**config.mk**
```make
export PLATFORM = sky130hd
export DESIGN_NAME = xdec_top
export DESIGN_NICKNAME = d
export VERILOG_FILES = /design/src/inc/xdec_pkg.sv /design/src/inc/xdec_alu_if.sv /design/src/core/xdec_ptr_alu.sv /design/src/core/xdec_top.sv
export VERILOG_INCLUDE_DIRS = /design/src /design/src/inc
export SDC_FILE = /design/constraint.sdc
export NUM_CORES = 1
export LEC_CHECK = 0
export BUFFER_PORTS_ARGS = -buffer_cell sky130_fd_sc_hd__buf_4
export CAP_MARGIN = 20
export CORE_ASPECT_RATIO = 0.7
export CORE_MARGIN = 2
export CORE_UTILIZATION = 49
export CTS_CLUSTER_DIAMETER = 30
export DETAILED_ROUTE_END_ITERATION = 10
export PLACE_DENSITY_LB_ADDON = 0.3
export SYNTH_ARGS = -nofsm -noshare
export SYNTH_HDL_FRONTEND = slang
export SYNTH_HIERARCHICAL = 1
export SYNTH_SLANG_ARGS = --single-unit
export TNS_END_PERCENT = 5
```
**constraint.sdc**
```tcl
create_clock -name clock_in -period 3.8 [get_ports clock_in]
set_input_delay 0.38 -clock clock_in [delete_from_list [all_inputs] [get_ports clock_in]]
set_output_delay 0.38 -clock clock_in [all_outputs]
set_load 0.03 [all_outputs]
```
**src/inc/xdec_cfg.svh**
```systemverilog
// Purpose: constants of the extended instruction decoder
// Assumes: 16-bit instruction words, 12-bit data pointers, 21-bit program counter
// Notes:   definitions only
`ifndef XDEC_CFG_SVH
`define XDEC_CFG_SVH

// ----------------------------------------------------------------
// widths
// ----------------------------------------------------------------
`define XDEC_PTR_W        12
`define XDEC_PC_W         21
`define XDEC_UPPER_W      13

// ----------------------------------------------------------------
// opcode encodings and field positions
// ----------------------------------------------------------------
`define XDEC_PFX_ADD      8'hE8
`define XDEC_PFX_SUB      8'hE9
`define XDEC_PFX_PUSH     8'hEA
`define XDEC_PFX_MOVE     8'hEB
`define XDEC_CALL_VIA_WORKING_REG_WORD   16'h0014
`define XDEC_SECOND_NIB   4'hF
`define XDEC_SEL_STACK    2'h3
`define XDEC_SEL_HI       7
`define XDEC_SEL_LO       6
`define XDEC_MOVE_KIND    7
`define XDEC_STACK_PTR    2

// ----------------------------------------------------------------
// reset values and steps
// ----------------------------------------------------------------
`define XDEC_PTR_RESET    12'h000
`define XDEC_PC_RESET     21'h00_0000
`define XDEC_BYTE_RESET   8'h00
`define XDEC_UPPER_RESET  13'h0000
`define XDEC_DEC_STEP     8'h01

`endif

```
**src/inc/xdec_pkg.sv**
```systemverilog
// Purpose: types of the extended instruction decoder
// Assumes: xdec_cfg.svh supplies widths
// Notes:   whole module state is one packed struct
`include "xdec_cfg.svh"

package xdec_pkg;

   // ----------------------------------------------------------------
   // decoded operations and sequencer states
   // ----------------------------------------------------------------
   typedef enum logic [3:0] {
      OP_NONE   = 4'b0000,
      OP_ADD    = 4'b0001,
      OP_SUB    = 4'b0010,
      OP_ADDRET = 4'b0011,
      OP_SUBRET = 4'b0100,
      OP_CALL_VIA_WORKING_REG  = 4'b0101,
      OP_INDEXED_TO_ABSOLUTE_MOVE  = 4'b0110,
      OP_INDEXED_TO_INDEXED_MOVE  = 4'b0111,
      OP_PUSH   = 4'b1000
   } xdec_op_t;

   typedef enum logic [1:0] {
      S_IDLE  = 2'b00,
      S_RET   = 2'b01,
      S_CALL2 = 2'b10,
      S_MOVE2 = 2'b11
   } xdec_state_t;

   // ----------------------------------------------------------------
   // module state
   // ----------------------------------------------------------------
   typedef struct packed {
      xdec_state_t                         state;
      logic                                ext_en;
      logic [2:0][`XDEC_PTR_W-1:0]         ptr;
      logic                                pc_load;
      logic [`XDEC_PC_W-1:0]               pc_value;
      logic                                stack_push;
      logic [`XDEC_PC_W-1:0]               push_data;
      logic                                stack_pop;
      logic                                mem_rd;
      logic [`XDEC_PTR_W-1:0]              raddr;
      logic                                mem_wr;
      logic [`XDEC_PTR_W-1:0]              waddr;
      logic [7:0]                          wdata;
      logic [7:0]                          hold;
      logic                                move_ind;
      logic [7:0]                          working_register_sav;
      logic [`XDEC_UPPER_W-1:0]            upper_sav;
      logic                                move_err;
   } xdec_st_t;

endpackage

```
**src/inc/xdec_alu_if.sv**
```systemverilog
// Purpose: carrier between the sequencer and the pointer adder
// Assumes: one operation per cycle
// Notes:   purely combinational signals
`timescale 1ns/1ps
`include "xdec_cfg.svh"

interface xdec_alu_if;
   logic [`XDEC_PTR_W-1:0] a;
   logic [7:0]             b;
   logic                   sub;
   logic [`XDEC_PTR_W-1:0] y;

   modport user (output a, output b, output sub, input y);
   modport alu  (input a, input b, input sub, output y);
endinterface

```
**src/core/xdec_ptr_alu.sv**
```systemverilog
// Purpose: pointer adder and subtractor for literal and offset arithmetic
// Assumes: operand b is unsigned
// Notes:   wraps modulo the pointer width, no flags produced
`timescale 1ns/1ps
`include "xdec_cfg.svh"

module xdec_ptr_alu
(
   xdec_alu_if.alu port_if
);

   logic [`XDEC_PTR_W-1:0] b_ext;

   assign b_ext = {4'h0, port_if.b};
   // wraparound is intended: pointers behave as modular addresses
   assign port_if.y = port_if.sub ? (port_if.a - b_ext) : (port_if.a + b_ext);

endmodule

```
**src/core/xdec_top.sv**
```systemverilog
// Purpose: decode and execute the extended literal and indexed instructions
// Assumes: instruction words, working register and stack top come from logic on clock_in
// Notes:   no status flag is ever written by this block
//
// Function
// [RULE_01] Pointer add and subtract with a 6-bit literal update the chosen pointer in one cycle, flags untouched.
// [RULE_02] Add with select 11 adds the literal to the stack pointer, then returns from the stack top, two cycles.
// [RULE_03] Subtract with select 11 subtracts from the stack pointer, then returns from the stack top, two cycles.
// [RULE_04] Word 0014 is a call through the working register taking two cycles and no flags.
// [RULE_05] Two-word moves: bit 7 picks absolute or indexed destination, 7-bit source offset, second word 1111.
// [RULE_06] Push literal writes the literal at the stack pointer and decrements it in one cycle.
// [RULE_07] All extended decoding is off after reset and works only while the enable bit is set; in S_MOVE2 the second move word is taken even with it clear.
// [RULE_08] The call pushes the return address, then jumps to upper latch bytes with the working register low.
`timescale 1ns/1ps
`include "xdec_cfg.svh"

module xdec_top
(
   input  wire logic                     clock_in,
   input  wire logic                     rst_b_in,
   input  wire logic                     ext_enable_cfg_in,
   input  wire logic                     instr_valid_in,
   input  wire logic [15:0]              instr_word_in,
   input  wire logic [7:0]               working_reg_in,
   input  wire logic [`XDEC_UPPER_W-1:0] pc_latch_upper_in,
   input  wire logic [`XDEC_PC_W-1:0]    pc_next_in,
   input  wire logic [`XDEC_PC_W-1:0]    stack_top_in,
   input  wire logic [7:0]               mem_rdata_in,
   output logic                          ext_taken_out,
   output logic                          busy_out,
   output logic [`XDEC_PTR_W-1:0]        ptr0_out,
   output logic [`XDEC_PTR_W-1:0]        ptr1_out,
   output logic [`XDEC_PTR_W-1:0]        ptr2_out,
   output logic                          pc_load_out,
   output logic [`XDEC_PC_W-1:0]         pc_value_out,
   output logic                          stack_push_out,
   output logic [`XDEC_PC_W-1:0]         stack_push_data_out,
   output logic                          stack_pop_out,
   output logic                          mem_rd_out,
   output logic [`XDEC_PTR_W-1:0]        mem_raddr_out,
   output logic                          mem_wr_out,
   output logic [`XDEC_PTR_W-1:0]        mem_waddr_out,
   output logic [7:0]                    mem_wdata_out,
   output logic                          move_error_out
);

   // ----------------------------------------------------------------
   // decode
   // ----------------------------------------------------------------
   function automatic xdec_pkg::xdec_op_t xdec_decode(input logic [15:0] w);
      xdec_pkg::xdec_op_t op;
      op = xdec_pkg::OP_NONE;
      if (w == `XDEC_CALL_VIA_WORKING_REG_WORD)
         op = xdec_pkg::OP_CALL_VIA_WORKING_REG; // RULE_04
      else if (w[15:8] == `XDEC_PFX_ADD)
         op = (w[`XDEC_SEL_HI:`XDEC_SEL_LO] == `XDEC_SEL_STACK) ? xdec_pkg::OP_ADDRET : xdec_pkg::OP_ADD;
      else if (w[15:8] == `XDEC_PFX_SUB)
         op = (w[`XDEC_SEL_HI:`XDEC_SEL_LO] == `XDEC_SEL_STACK) ? xdec_pkg::OP_SUBRET : xdec_pkg::OP_SUB;
      else if (w[15:8] == `XDEC_PFX_PUSH)
         op = xdec_pkg::OP_PUSH;
      else if (w[15:8] == `XDEC_PFX_MOVE)
         op = w[`XDEC_MOVE_KIND] ? xdec_pkg::OP_INDEXED_TO_INDEXED_MOVE : xdec_pkg::OP_INDEXED_TO_ABSOLUTE_MOVE; // RULE_05
      return op;
   endfunction

   xdec_pkg::xdec_st_t st;
   xdec_pkg::xdec_st_t next_st;
   xdec_pkg::xdec_op_t cur_op;
   logic               take;
   logic [1:0]         sel;

   xdec_alu_if alu_if ();

   xdec_ptr_alu u_alu
   (
      .port_if (alu_if.alu)
   );

   // only a latched enable opens decoding, cleared by reset
   assign take   = instr_valid_in && (st.state == xdec_pkg::S_IDLE) && st.ext_en; // RULE_07
   assign cur_op = take ? xdec_decode(instr_word_in) : xdec_pkg::OP_NONE;
   assign sel    = instr_word_in[`XDEC_SEL_HI:`XDEC_SEL_LO];

   // ----------------------------------------------------------------
   // next state
   // ----------------------------------------------------------------
   always_comb
   begin
      next_st            = st;
      next_st.ext_en     = ext_enable_cfg_in;
      next_st.pc_load    = 1'b0;
      next_st.stack_push = 1'b0;
      next_st.stack_pop  = 1'b0;
      next_st.mem_rd     = 1'b0;
      next_st.mem_wr     = 1'b0;
      next_st.move_err   = 1'b0;
      alu_if.a           = st.ptr[`XDEC_STACK_PTR];
      alu_if.b           = `XDEC_BYTE_RESET;
      alu_if.sub         = 1'b0;
      unique case (st.state)
         xdec_pkg::S_IDLE:
         begin
            unique case (cur_op)
               xdec_pkg::OP_ADD, xdec_pkg::OP_SUB:
               begin
                  alu_if.a         = st.ptr[sel];
                  alu_if.b         = {2'b00, instr_word_in[5:0]};
                  alu_if.sub       = (cur_op == xdec_pkg::OP_SUB); // RULE_01
                  next_st.ptr[sel] = alu_if.y; // RULE_01
               end
               xdec_pkg::OP_ADDRET, xdec_pkg::OP_SUBRET:
               begin
                  alu_if.b                    = {2'b00, instr_word_in[5:0]};
                  alu_if.sub                  = (cur_op == xdec_pkg::OP_SUBRET); // RULE_03
                  next_st.ptr[`XDEC_STACK_PTR] = alu_if.y; // RULE_02
                  next_st.state               = xdec_pkg::S_RET;
               end
               xdec_pkg::OP_CALL_VIA_WORKING_REG:
               begin
                  next_st.stack_push = 1'b1; // RULE_08
                  next_st.push_data  = pc_next_in;
                  next_st.working_register_sav   = working_reg_in;
                  next_st.upper_sav  = pc_latch_upper_in;
                  next_st.state      = xdec_pkg::S_CALL2;
               end
               xdec_pkg::OP_INDEXED_TO_ABSOLUTE_MOVE, xdec_pkg::OP_INDEXED_TO_INDEXED_MOVE:
               begin
                  alu_if.b         = {1'b0, instr_word_in[6:0]}; // RULE_05
                  next_st.mem_rd   = 1'b1;
                  next_st.raddr    = alu_if.y;
                  next_st.move_ind = instr_word_in[`XDEC_MOVE_KIND];
                  next_st.state    = xdec_pkg::S_MOVE2;
               end
               xdec_pkg::OP_PUSH:
               begin
                  next_st.mem_wr               = 1'b1; // RULE_06
                  next_st.waddr                = st.ptr[`XDEC_STACK_PTR];
                  next_st.wdata                = instr_word_in[7:0];
                  alu_if.b                     = `XDEC_DEC_STEP;
                  alu_if.sub                   = 1'b1;
                  next_st.ptr[`XDEC_STACK_PTR] = alu_if.y; // RULE_06
               end
               xdec_pkg::OP_NONE:
               begin
                  next_st.state = xdec_pkg::S_IDLE;
               end
            endcase
         end
         xdec_pkg::S_RET:
         begin
            next_st.pc_load   = 1'b1; // RULE_02
            next_st.pc_value  = stack_top_in; // RULE_03
            next_st.stack_pop = 1'b1;
            next_st.state     = xdec_pkg::S_IDLE;
         end
         xdec_pkg::S_CALL2:
         begin
            next_st.pc_load  = 1'b1;
            next_st.pc_value = {st.upper_sav, st.working_register_sav}; // RULE_08
            next_st.state    = xdec_pkg::S_IDLE;
         end
         xdec_pkg::S_MOVE2:
         begin
            // read data is held in case the second word arrives late
            if (st.mem_rd)
               next_st.hold = mem_rdata_in;
            if (instr_valid_in)
            begin
               if (instr_word_in[15:12] == `XDEC_SECOND_NIB)
               begin
                  next_st.mem_wr = 1'b1; // RULE_05
                  next_st.wdata  = st.mem_rd ? mem_rdata_in : st.hold;
                  if (st.move_ind)
                  begin
                     alu_if.b      = {1'b0, instr_word_in[6:0]};
                     next_st.waddr = alu_if.y;
                  end
                  else
                     next_st.waddr = instr_word_in[11:0];
               end
               else
                  next_st.move_err = 1'b1;
               next_st.state = xdec_pkg::S_IDLE;
            end
         end
      endcase
   end

   // ----------------------------------------------------------------
   // state register
   // ----------------------------------------------------------------
   always_ff @(posedge clock_in or negedge rst_b_in)
   begin
      if (!rst_b_in)
      begin
         st           <= '0;
         st.state     <= xdec_pkg::S_IDLE;
         st.ext_en    <= 1'b0; // RULE_07
         st.ptr       <= {3{`XDEC_PTR_RESET}};
         st.pc_value  <= `XDEC_PC_RESET;
         st.push_data <= `XDEC_PC_RESET;
         st.upper_sav <= `XDEC_UPPER_RESET;
      end
      else
         st <= next_st;
   end

   // ----------------------------------------------------------------
   // outputs
   // ----------------------------------------------------------------
   assign ext_taken_out       = (cur_op != xdec_pkg::OP_NONE) || ((st.state == xdec_pkg::S_MOVE2) && instr_valid_in);
   assign busy_out            = (st.state == xdec_pkg::S_RET) || (st.state == xdec_pkg::S_CALL2);
   assign ptr0_out            = st.ptr[0];
   assign ptr1_out            = st.ptr[1];
   assign ptr2_out            = st.ptr[2];
   assign pc_load_out         = st.pc_load;
   assign pc_value_out        = st.pc_value;
   assign stack_push_out      = st.stack_push;
   assign stack_push_data_out = st.push_data;
   assign stack_pop_out       = st.stack_pop;
   assign mem_rd_out          = st.mem_rd;
   assign mem_raddr_out       = st.raddr;
   assign mem_wr_out          = st.mem_wr;
   assign mem_waddr_out       = st.waddr;
   assign mem_wdata_out       = st.wdata;
   assign move_error_out      = st.move_err;
endmodule

```
# Word-level counts from Yosys, hierarchy flattened
# Index checks and enable logic that the tools add are counted.
dict set report totals {
  elab_cells 113
  ff_bits 149
  inputBits 91
  out_inout_bits 118
}
dict set report classes {
  reduce_logical 24
  n_eq_ne 22
  add_sub_neg 2
  magnitude_cmp 2
  mux 43
}
# operator n
set op_table {}
lappend op_table {{$mux W12} 6}
lappend op_table {{$mux W21} 3}
lappend op_table {{$mux W22} 2}
lappend op_table {{$pmux W22 S2} 1}
lappend op_table {{$pmux W21 S2} 1}
lappend op_table {{$bwmux W36} 1}
lappend op_table {{$eq A8 B8 Y1 const B} 4}
lappend op_table {{$mux W13} 2}
lappend op_table {{$bmux W12 S2} 1}
lappend op_table {{$demux W12 S2} 1}
lappend op_table {{$pmux W12 S2} 1}
lappend op_table {{$mux W7} 3}
lappend op_table {{$pmux W7 S3} 1}
lappend op_table {{$mux W4} 5}
lappend op_table {{$eq A16 B5 Y1 const B} 1}
lappend op_table {{$eq A4 B3 Y1 const B} 4}
lappend op_table {{$pmux W7 S2} 1}
lappend op_table {{$add A12 B7 Y12} 1}
lappend op_table {{$sub A12 B7 Y12} 1}
lappend op_table {{$reduce_and A2 Y1} 5}
lappend op_table {{$eq A4 B2 Y1 const B} 2}
lappend op_table {{$eq A4 B4 Y1 const B} 2}
lappend op_table {{$mux W8} 1}
lappend op_table {{$pmux W2 S4} 1}
lappend op_table {{23 further kinds} 42}

# Logic depth before layout (Yosys ltp)
# Gate-level depths: netlist (run 1).
dict set report logic_depth {
  word_depth 17
  ltp_mapped 21
  depth_no_buf 21
}

# Cells and area by module
# The synthesis (run 1) kept the hierarchy.
# module area_each_um2 cells_each n_inst seq_area_each_um2
set modules_own_cells {}
lappend modules_own_cells {xdec_top 7505.9 627 1 3728.6}
lappend modules_own_cells {xdec_ptr_alu 656.9 87 1 0.0}

# Worst setup path after synthesis (run 1)
# No wires, ideal clock.
dict set report synth_path {
  path_kind {register to register}
  startpoint {reg st[147] (netlist bit)}
  endpoint {reg st, in the netlist mem_waddr_out[9]}
  required_time_ps 3675
  n_path_buf 2
  stages_incl_launch_ff 20
  path_slack_ps -378
  setup_ps 125
  t_arrival_ps 4053
  synth_period_minus_slack_ps 4178
  cell_sequence {dfrtp_1 > inv_1 > ha_1 > clkbuf_1 > clkbuf_1 > a21oi_1 > inv_1 > ha_1 > nand2b_1 > nor4_1 > nor2_1 > xnor2_1 > ha_1 > a2111o_1 > o21ai_1 > o21ai_0 > xnor2_1 > mux2i_1 > o2bb2ai_1 > mux2_2}
}
dict set report synth_via {
  elab_chain_len 14
}
# element line
set synth_lines {}
lappend synth_lines {{start, declared} xdec_top.sv:66} ;# xdec_pkg::xdec_st_t st;
lappend synth_lines {{start signal, assigned} xdec_top.sv:205} ;# st <= next_st;
lappend synth_lines {{$logic_not A2 Y1} {xdec_top.sv:80, xdec_top.sv:100}}
lappend synth_lines {{$logic_and A1 B1 Y1 (2 in a row)} xdec_top.sv:80} ;# assign take = instr_valid_in && (st.state == xdec_pkg::S_IDLE) && st.ext_en;
lappend synth_lines {{$mux W4} xdec_top.sv:81} ;# assign cur_op = take ? xdec_decode(instr_word_in) : xdec_pkg::OP_NONE;
lappend synth_lines {{$eq A4 B2 Y1 (tied with other cells)} xdec_top.sv:103} ;# unique case (cur_op)
lappend synth_lines {{$reduce_or A4 Y1 (no source line) / $reduce_or A2 Y1 (equally long branches)} -}
lappend synth_lines {{$pmux W7 S3} xdec_top.sv:103}
lappend synth_lines {{$pmux W7 S2 (*)} xdec_top.sv:100} ;# unique case (st.state)
lappend synth_lines {{via alu_if.b[0]} xdec_alu_if.sv:9} ;# logic [7:0] b;
lappend synth_lines {{$add A12 B7 Y12 / $sub A12 B7 Y12 (equally long branches)} xdec_ptr_alu.sv:16} ;# assign port_if.y = port_if.sub ? (port_if.a - b_ext) : (port_if.a + b_ext);
lappend synth_lines {{$mux W12 (*)} xdec_ptr_alu.sv:16}
lappend synth_lines {{via alu_if.y[9]} xdec_alu_if.sv:11} ;# logic [`XDEC_PTR_W-1:0] y;
lappend synth_lines {{$mux W12 (*)} xdec_top.sv:173} ;# if (st.move_ind)
lappend synth_lines {{$mux W21 (*)} xdec_top.sv:169} ;# if (instr_word_in[15:12] == `XDEC_SECOND_NIB)
lappend synth_lines {{$mux W21 (*)} xdec_top.sv:167} ;# if (instr_valid_in)
lappend synth_lines {{$pmux W21 S2 (*)} xdec_top.sv:100}
# The timed path passes the listed nets; every way through them passes the cells marked *. The select of a mux whose other input is x is not followed.
# A chain may end at the register's enable or synchronous reset.

# Worst setup path in the final report (run 1)
dict set report layout_path {
  startpoint {reg st[148] (netlist bit)}
  endpoint {reg st, in the netlist mem_waddr_out[9]}
}
# The elaborated chain is that of the path after synthesis.

==> results of run 1 <==
[power by group through the flow]
stage / clock network [W] / registers, W / logic [W]
global route: 0.00189 / 0.00168 / 0.000553
CTS: 0.00181 / 0.00168 / 0.000509
global placement: 0 / 0.00170 / 0.000494
detailed placement: 0 / 0.00171 / 0.000502
floorplan: 0 / 0.00169 / 0.000301
finish: 0.00177 / 0.00168 / 0.000519
[sequential cells by signal (all words and copies together), names as in the netlist]
register / count
mem_waddr_out: 12
pc_value_out: 21
mem_raddr_out: 12
pc_load_out: 1
mem_rd_out: 1
stack_push_data_out: 21
ptr0_out: 12
ptr2_out: 12
stack_pop_out: 1
st: 33
stack_push_out: 1
ptr1_out: 12
mem_wr_out: 1
mem_wdata_out: 8
move_error_out: 1
[path summary, 6_finish.rpt]
kind                                          endpoint  slack [ns]  cells after the start
worst max-delay path                  mem_waddr_out[9]       -0.14                     21
worst min-delay path                           st[146]        0.07                      1
worst max register to register        mem_waddr_out[9]       -0.14                     21
worst min register to register  stack_push_data_out[6]        0.49                      1
max in group asynchronous                  ptr2_out[2]        2.42                      3
min in group asynchronous             mem_raddr_out[2]        0.53                      2
[layer usage]
layer	track usage	vias up	wire, um
li1	-	2759	-
met1	0.3541	2950	10140
met2	0.3649	210	9568
met3	0.05177	32	1422
met4	0.08408	0	446
met5	0	-	0
[layout make-up]
cell class                      count  share of cell area
Sequential cell                   149              0.3552
Multi-Input combinational cell    410              0.3447
Timing Repair Buffer              290              0.2095
Clock buffer                       20             0.04350
Tap cell                          225             0.02682
Clock inverter                     12             0.01597
Inverter                           12            0.004291
[kinds of logic after synthesis]
kind of cell	synth area share
buffers and inverters	0.1275
muxes	0.2032
DFF	0.4568
AOI/OAI and AO/OA	0.09994
and+or+nand+nor	0.06683
adders and majority gates	0.02698
xor gates and xnor gates	0.01824
other	0.0004594
[per-stage QoR]
step	worst slack, ns	setup TNS, ns
global placement	-0.2623	-3.480
global route	-0.3171	-5.635
floorplan	-0.01253	-0.01253
finish	-0.1362	-0.9451
CTS	-0.1041	-0.2857
detailed placement	-0.3470	-6.202
[placed cells by master (no fill, tap or decap), types with 3 or more instances in the layout]
| cell type | n |
|---|---|
| buf_4 | 286 |
| dfrtp_1 | 149 |
| mux2_2 | 109 |
| nor2_1 | 35 |
| mux2i_1 | 33 |
| a21oi_1 | 31 |
| o2bb2ai_1 | 21 |
| a22oi_1 | 21 |
| nand2_1 | 20 |
| clkbuf_16 | 17 |
| o21ai_0 | 16 |
| ha_1 | 13 |
| xnor2_1 | 12 |
| inv_1 | 9 |
| and2_1 | 7 |
| nand4_1 | 6 |
| a21oi_2 | 5 |
| mux2_4 | 5 |
| nand2b_1 | 4 |
| mux2_1 | 4 |
| xnor2_2 | 4 |
| a21o_1 | 4 |
| nand3_1 | 3 |
| nor2b_1 | 3 |
| o21bai_1 | 3 |
| nor4_1 | 3 |
| inv_2 | 3 |
| and4_1 | 3 |
| bufinv_16 | 3 |
| clkinvlp_4 | 3 |
| inv_6 | 3 |
| conb_1 | 3 |
[timing repair]
item	in CTS	in global routing
endpoints found under the setup margin	27	35
hold endpoints to repair	18	0
pin swaps	12	20
resized for setup	15	23
hold buffers	1	0
setup buffers	4	6
==> key figures, run 1 <==
Outcome
  • Status: finished with violations
  • Failing checks: setup timing

Floorplanning
  • Starting density of the core: 0.5008
  • Die Area: around 18,000 um2
  • Width of the die: approximately 160 um
  • Chip Height: approximately 110 um
  • # IOs: roughly 210
  • Core Footprint: around 16,000 um2
  • Row count: 39

Power
  • Overall Power: about 0.0040 W
  • Leakage: about 5.2 nW
  • VDD IR max: around 0.26 mV
  • Clock network power share: 0.447
  • Net Sw Power: about 0.0010 W
  • Sw frac: 0.2570
  • Cell Int Power: a little under 0.003 W
  • Pwr/cell area: 378.4 nW/um2
  • Sequential share of power: 0.422
  • Logic gate share of total power: 0.131

Synthesis
  • Syn Area/Cell: 11.43 um2
  • Synth async-reset ratio: 1.000
  • Count of flip-flops with a built-in enable after synthesis: 0
  • Synth area leader: dfrtp_1
  • Syn Inst Count: ~710
  • Synth cell types: between 50 and 60
  • Most numerous cell in the Yosys netlist: dfrtp_1
  • Flops & latches, synth: 149
  • Synth top area share: 0.4568
  • Synth Cell Area: around 8200 um2
  • Sequential area share after synthesis: 0.4568
  • Synth top area cells: dfrtp_1 (46%), mux2_2 (16%), buf_4 (10%)
  • Yosys warnings: 6
  • Top post-synthesis cells by count: dfrtp_1 (149), mux2_2 (114), buf_4 (110)
  • Ys flop type: dfrtp_1

Place
  • RePlAce Congestion: about 0.89
  • DP HPWL: between 15,000 and 20,000 um
  • DP Cell Count: between 1k and 1.5k
  • DP Area: slightly below 10,000 um2
  • Port Buf Inserts: 208

STA
  • Tcrit/Tclk final: 1.036
  • Rel. slew slack: 0.3308
  • Finish-stage setup viols: 17
  • Clock Skew: 0.009264 ns
  • Final Max Tran Viols: 0
  • Final worst setup slack: -0.1362 ns
  • RSZ-0062 raised after global routing: true
  • Fin crit period: just under 4 ns
  • Final-report hold violation count: 0
  • Worst-margin pin slew: 1.001 ns
  • Min Hold Slack: around 0.070 ns
  • Max Fclk: between 0.2 and 0.3 GHz

Routing
  • WL final: ~22,000 um
  • DR vias: roughly 6.0k
  • DRC Markers: 0
  • Antenna Violating Nets Remaining: 0
  • WL/cell: approximately 19 um
  • Vias per cell: 5.323
  • 1st-pass router iterations: 5
  • DR iter-0 viols: 390

Clock tree
  • CTS Buf Count: 17
  • CTS Buffer Depth: 2
  • CTS tree: yes
  • Clock sink count: 149
  • Clock transition at path regs: roughly 0.060 ns
  • Skew-Pair Late Insertion Delay: 0.42 ns
  • Number of H-tree levels: 4
  • CTS Root Cell: clkbuf_16

Critical path
  • Req. time, crit path: between 4 and 5 ns
  • Crit path from: st[148]
  • CP Data Arrival Time: between 4 and 5 ns
  • Worst r2r src: st[148]
  • CP endpoint kind: register
  • Crit Path Class: reg2reg
  • Crit path buf inv count: 3
  • Cell chain of the critical path: inv_2 > ha_4 > nand3_4 > nor3_4 > o21ai_0 > a21oi_1 > inv_1 > ha_4 > nand2b_1 > buf_4 > nor4_4 > nor2_1 > xnor2_1 > ha_1 > a2111o_1 > o21ai_4 > o21ai_2 > xnor2_1 > mux2i_1 > o2bb2ai_1 > mux2_2
  • Setup crit start kind: register
  • Maximum fanout along the worst path: 3
  • Slowest cell on crit path: a2111o_1
  • Max incr delay on CP: roughly 0.46 ns
  • Largest delay share family, worst path: compound AO/OA/AOI/OAI gates

Global route
  • Initial antenna violation count: 0
  • Largest net degree at the start of global routing: approximately 80
  • First-pass GRT wire length: about 33,000 um
  • Vias in the first global route: ~6.1k
  • Gr ovfl total: 0
  • Overall Global Routing Usage: 0.2443

Finish
  • Non-filler cells, final: 1,118
  • Post-route cell area: around 10,000 um2
  • Sequential cell area: between 3000 and 4000 um2
  • Area occupied by multi-input gates: about 3600 um2
  • Fill cells: 1,258
  • Nets@finish: 988
  • ANT cells: 0
  • Final core occ: 0.6441
  • Synth-to-layout area growth: 28.60%
  • Layout cell share with drive strength beyond 1: 0.5274

Worst hold path
  • Worst Hold Launch: ext_enable_cfg_in
  • Worst Hold Class: in2reg

Run
  • Max-cap viol count: 0
(Power assumes the default switching activity.)
==> run 2, diff against run 1 <==
- SKIP_LAST_GASP: not set -> 1
==> run 2 against run 1 <==
- the flow still finishes with violations (setup timing)
- sequential power is essentially flat
- critical path depth is the same
- core utilization shrank 0.16 points
- critical path type unchanged
- routed wire length grew 0.36%
- hold slack gained 0.00065 ns
- sequential cell count is the same
==> key figures, run 2 (synthesis results as in run 1) <==
Routing
  • Antenna Violating Nets Remaining: 0
  • WL final: roughly 22,000 um
  • DR iter-0 viols: roughly 380
  • Vias per cell: 5.321
  • DRC Markers: 0
  • 1st-pass router iterations: 6
  • DR vias: approximately 5.9k
  • WL/cell: 19.37 um

Place
  • RePlAce Congestion: around 0.89
  • DP HPWL: about 16,000 um
  • Pre-CTS setup slack: -0.3470 ns
  • DP Cell Count: about 1.1k
  • Port Buf Inserts: 208
  • DP Area: 9627 um2

Finish
  • ANT cells: 0
  • Synth-to-layout area growth: 28.28%
  • Layout cell share with drive strength beyond 1: 0.5252
  • Nets@finish: 988
  • Highest-count cells in the layout ignoring fill and taps: buf_4 (286), dfrtp_1 (149), mux2_2 (112)
  • Largest register FFs: 33
  • Commonest non-fill, non-tap cell in the layout: buf_4
  • Fill cells: between 1k and 1.5k
  • Most flops, register: st
  • Post-route cell area: ~10,000 um2
  • Non-filler cells, final: approximately 1.1k

Critical path
  • Max incr delay on CP: around 0.46 ns
  • Crit Path Class: reg2reg
  • Setup crit start kind: register
  • CP Data Arrival Time: around 4.3 ns
  • Slowest cell on crit path: a2111o_1
  • Req. time, crit path: 4.10 ns
  • Maximum fanout along the worst path: 5
  • CP endpoint kind: register
  • Cell chain of the critical path: inv_2 > ha_4 > nand3_4 > nor4_2 > o21a_4 > and2_4 > inv_2 > ha_4 > nand2b_1 > buf_4 > nor4_4 > nor2_1 > xnor2_1 > ha_1 > a2111o_1 > o21ai_4 > o21ai_2 > xnor2_1 > mux2i_1 > o2bb2ai_1 > mux2_2

Floorplanning
  • Die Area: around 18,000 um2
  • Row count: 39
  • Core Footprint: 16,300 um2
  • Chip Height: approximately 110 um
  • # IOs: about 210
  • Starting density of the core: 0.5008
  • Width of the die: ~160 um

Clock tree
  • CTS Buffer Depth: 2
  • Clock transition at path regs: roughly 0.06 ns
  • CTS Buf Count: 17
  • CTS tree: yes
  • CTS Root Cell: clkbuf_16
  • Clock sink count: 149
  • Number of H-tree levels: 4
  • Skew-Pair Late Insertion Delay: between 0.4 and 0.5 ns

STA
  • Clock Skew: 0.01098 ns
  • Max Fclk: 0.2534 GHz
  • Setup TNS: -0.9866 ns
  • Final-report hold violation count: 0
  • Final worst setup slack: -0.1463 ns
  • Fin crit period: between 3 and 4 ns
  • Rel. slew slack: 0.3354
  • Final Max Tran Viols: 0
  • Tcrit/Tclk final: 1.039
  • Finish-stage setup viols: 20
  • Worst-margin pin slew: between 0.9 and 1 ns
  • RSZ-0062 raised after global routing: true

Global route
  • Largest net degree at the start of global routing: 79
  • Initial antenna violation count: 0
  • Gr ovfl total: 0
  • Vias in the first global route: 6,114
  • Overall Global Routing Usage: 0.2442
  • First-pass GRT wire length: approximately 33,000 um

Outcome
  • Status: finished with violations
  • Failing checks: setup timing

Power
  • Overall Power: around 0.0040 W
  • Pwr/cell area: approximately 380 nW/um2
  • Leakage: between 5 and 6 nW
  • VDD IR max: roughly 0.26 mV

Worst hold path
  • Worst Hold Class: in2reg

Run
  • Max-cap viol count: 0
==> run 2: routing by layer <==
layer	track usage	vias up	part of all wire
met5	0	-	0
li1	-	2761	-
met3	0.05138	25	0.066
met4	0.08048	0	0.018
met2	0.3655	217	0.45
met1	0.3551	2946	0.47
==> run 2: worst paths after layout <==
kind	depth (start not counted)	startpoint	slack, ns	to
setup / recovery	21	st[148]	-0.15	mem_waddr_out[9]
hold / removal	1	ext_enable_cfg_in	0.07	st[146]
setup reg to reg	21	st[148]	-0.15	mem_waddr_out[9]
hold reg to reg	1	stack_push_data_out[6]	0.49	stack_push_data_out[6]
max in group asynchronous	3	rst_b_in	2.43	st[20]
min in group asynchronous	2	rst_b_in	0.53	mem_raddr_out[2]
==> run 2: power breakdown <==
part           switching (W)  total [W]  internal, W
Combinational       0.000291   0.000518     0.000227
Clock               0.000692    0.00177      0.00108
Sequential         0.0000365    0.00168      0.00164
Total                0.00102    0.00397      0.00295
==> run 2: cell type report <==
cell class / count / area, um2 / share of cell area
Sequential cell: 149 / 3729 / 0.3561
Multi-Input combinational cell: 410 / 3592 / 0.3431
Inverter: 12 / 45.04 / 0.004302
Timing Repair Buffer: 290 / 2200 / 0.2101
Tap cell: 225 / 281.5 / 0.02688
Clock buffer: 20 / 456.7 / 0.04361
Clock inverter: 12 / 167.7 / 0.01601
==> run 2: metrics by stage <==
step / utilization / hold WS [ns]
floorplan: - / 0.08441
global placement: 0.5907 / 0.4178
detailed placement: 0.5907 / 0.4344
CTS: 0.6342 / 0.04808
global route: 0.6425 / 0.04735
finish: 0.6425 / 0.07090
==> run 2: critical path, delay by kind of cell (launching register included) <==
| kind | cells | cell delay (ns) |
|---|---|---|
| AO/OA/AOI/OAI | 5 | 1.09 |
| XOR/XNOR | 2 | 0.30 |
| adder cells (fa/ha/maj) | 3 | 0.60 |
| buffers and inverters | 3 | 0.28 |
| flip-flops | 1 | 0.39 |
| multiplexers | 2 | 0.44 |
| AND/OR/NAND/NOR | 6 | 0.73 |
==> run 2: timing repair <==
| action | in CTS | in global routing |
|---|---|---|
| buffers inserted | 4 | 6 |
| pin swaps | 10 | 19 |
| hold buffers | 1 | 0 |
| hold endpoints to repair | 18 | 0 |
| resized for setup | 11 | 22 |
| setup endpoints to repair | 27 | 35 |
==> run 3, diff against run 2 <==
- ABC_AREA: not set -> 1
- SETUP_SLACK_MARGIN: not set -> 0.1
==> run 3 against run 2 <==
- the flow now finishes without violations
- non-clock buffer count grew 38
- total power grew 16%
- first-iteration DRC count grew 100%
- count of clock-buffer cells in the layout shrank 3
- fmax grew 5.1%
- critical path depth grew 8
- clock skew is essentially flat
- synthesized area grew 7.0%
- register-to-register slack gained 0.19 ns
- synthesized cell count grew 60%
- die area grew 6.8%
- critical endpoint is now mem_waddr_out[11]
==> key figures, run 3 <==
Outcome
  • Status: finished clean

STA
  • Min Hold Slack: between 0.06 and 0.07 ns
  • Worst-margin pin slew: between 1 and 1.5 ns
  • Max Fclk: between 0.2 and 0.3 GHz
  • Rel. slew slack: 0.3273
  • Final Max Tran Viols: 0
  • Tcrit/Tclk final: 0.9879
  • Fin crit period: between 3 and 4 ns
  • Clock Skew: around 0.011 ns
  • RSZ-0062 raised after global routing: true
  • Finish-stage setup viols: 0
  • Final-report hold violation count: 0
  • Final worst setup slack: ~0.046 ns

Critical path
  • Max incr delay on CP: just under 0.4 ns
  • Req. time, crit path: between 4 and 5 ns
  • Maximum fanout along the worst path: 5
  • Reg2reg setup slack: approximately 0.046 ns
  • R2r endpoint: mem_waddr_out[11]
  • Worst reg2reg path depth: 29
  • CP endpoint kind: register
  • CP Data Arrival Time: 4.05 ns
  • Worst r2r src: st[148]
  • Most Frequent Cell on Critical Path: inv_2
  • Setup crit start kind: register
  • Crit Path Class: reg2reg
  • Slowest cell on crit path: dfrtp_1

Routing
  • DRC Markers: 0
  • 1st-pass router iterations: 5
  • WL final: 24,850 um
  • Vias per cell: 5.100
  • WL/cell: about 16 um
  • DR iter-0 viols: ~770
  • DR vias: roughly 8k
  • Antenna Violating Nets Remaining: 0

Synthesis
  • Synth top area share: 0.4268
  • Synth async-reset ratio: 1.000
  • Most numerous cell in the Yosys netlist: nand2_1
  • Sequential area share after synthesis: 0.4268
  • Synth Cell Area: between 8000 and 9000 um2
  • Synth cell types: 39
  • Count of flip-flops with a built-in enable after synthesis: 0
  • Syn Area/Cell: between 7 and 8 um2
  • Synth area leader: dfrtp_1
  • Synth top area cells: dfrtp_1 (43%), nand2_1 (16%), buf_4 (9.8%)
  • Ys flop type: dfrtp_1
  • Top post-synthesis cells by count: nand2_1 (361), dfrtp_1 (149), buf_4 (114)
  • Flops & latches, synth: 149
  • Syn Inst Count: about 1.1k
  • Yosys warnings: 6

Worst hold path
  • Worst Hold Launch: ext_enable_cfg_in
  • Worst Hold Class: in2reg
  • Worst hold path depth: 1
  • Hold endpoint: st[146]

Clock tree
  • CTS Buf Count: 17
  • Skew-Pair Late Insertion Delay: approximately 0.43 ns
  • Clock transition at path regs: around 0.060 ns
  • CTS Buffer Depth: 2
  • CTS Root Cell: clkbuf_16
  • CTS tree: yes
  • Number of H-tree levels: 4
  • Clock sink count: 149

Finish
  • Most flops, register: st
  • Nets@finish: 1,448
  • Area occupied by multi-input gates: 4000 um2
  • Final core occ: 0.6685
  • Highest-count cells in the layout ignoring fill and taps: nand2_1 (333), buf_4 (320), dfrtp_1 (149)
  • Non-filler cells, final: 1,584
  • Commonest non-fill, non-tap cell in the layout: nand2_1
  • Synth-to-layout area growth: 32.49%
  • Sequential cell area: 3729 um2
  • ANT cells: 0
  • Largest register FFs: 33
  • Layout cell share with drive strength beyond 1: 0.3688
  • Fill cells: approximately 1.5k

Power
  • VDD IR max: ~0.23 mV
  • Pwr/cell area: between 300 and 400 nW/um2
  • Cell Int Power: roughly 0.0032 W
  • Clock network power share: 0.402
  • Sw frac: 0.3014
  • Sequential share of power: 0.385
  • Leakage: just over 6 nW
  • Net Sw Power: around 0.0014 W
  • Overall Power: 0.004594 W
  • Logic gate share of total power: 0.213

Floorplanning
  • Die Area: 18,930 um2
  • Width of the die: 163.6 um
  • Chip Height: roughly 120 um
  • Row count: 40
  • # IOs: between 200 and 250
  • Starting density of the core: 0.5046
  • Core Footprint: around 17,000 um2

Global route
  • First-pass GRT wire length: 38,820 um
  • Gr ovfl total: 0
  • Largest net degree at the start of global routing: ~80
  • Vias in the first global route: 7,549
  • Overall Global Routing Usage: 0.2633
  • Initial antenna violation count: 0

Place
  • DP Cell Count: around 1.5k
  • RePlAce Congestion: between 1 and 1.5
  • Pre-CTS setup slack: -0.2622 ns
  • DP HPWL: 18,150 um
  • Port Buf Inserts: 208

Run
  • Max-cap viol count: 0
## run 3: through the flow
stage | instance area (um2) | setup TNS [ns]
6_report | 11580 | 0
3_5_place_dp | 10360 | -4.964
5_1_grt | 11580 | -4.701
3_3_place_gp | 10360 | -1.606
2_1_floorplan | 8748 | 0
4_1_cts | 11180 | 0
## run 3: how the worst max path moves through the flow
stage / cells after the start / to / from / slack (ns)
finish: 29 / mem_waddr_out[11] / st[148] / 0.05
global route: 30 / mem_waddr_out[11] / st[148] / -0.23
detailed placement: 28 / mem_waddr_out[11] / st[148] / -0.26
CTS: 27 / mem_waddr_out[6] / st[148] / 0.07
global placement: 29 / mem_waddr_out[10] / instr_word_in[10] / -0.20
floorplan: 29 / mem_waddr_out[7] / st[147] / 0.13
## run 3: metal layers
metal	global-route usage	vias to the layer above	share of wire
met2	0.3846	360	0.43
li1	-	3910	-
met4	0.06959	0	0.016
met1	0.3894	3778	0.46
met3	0.06836	31	0.093
met5	0	-	0
## run 3: critical path, delay by kind of cell, from the launching register on
family | cells | cell delay [ns]
buf+inv | 7 | 0.62
simple gates | 16 | 1.70
fa+ha+maj | 2 | 0.40
compound gates | 4 | 0.52
flops | 1 | 0.39
## run 3: power groups by stage
| stage | Combinational [W] | Sequential (W) | Clock [W] |
|---|---|---|---|
| 2_1_floorplan | 0.000615 | 0.00177 | 0 |
| 3_3_place_gp | 0.000878 | 0.00179 | 0 |
| 3_5_place_dp | 0.000888 | 0.00180 | 0 |
| 4_1_cts | 0.000908 | 0.00177 | 0.00187 |
| 5_1_grt | 0.00105 | 0.00178 | 0.00194 |
| 6_report | 0.000978 | 0.00177 | 0.00184 |
## run 3: area by class of cell
class	count	area share
clock inverter	15	0.01870
timing repair buffer	328	0.2160
tap	231	0.02497
clock buffer	17	0.03675
sequential	149	0.3221
inverter	109	0.03599
multi-input combinational	735	0.3455
## run 3: cell families (layout without fill, tap and decap cells)
kind of cell             Yosys count  in the layout  share of synthesized area
flip-flops                       149            149                     0.4268
adder cells (fa/ha/maj)           17             17                    0.02520
other                              1              4                  0.0004292
XOR/XNOR                          12             12                    0.01203
buffers and inverters            264            469                     0.1658
AND/OR/NAND/NOR                  537            537                     0.2662
AO/OA/AOI/OAI                    165            165                     0.1035
## run 3: repair_timing
| action | 4_1_cts | 5_1_grt |
|---|---|---|
| resized for setup | 24 | 102 |
| hold buffers | 1 | 0 |
| endpoints found under the setup margin | 46 | 47 |
| hold endpoints to repair | 25 | 0 |
| buffers inserted | 7 | 8 |
| pin swaps | 6 | 54 |
| cloned | 0 | 0 |
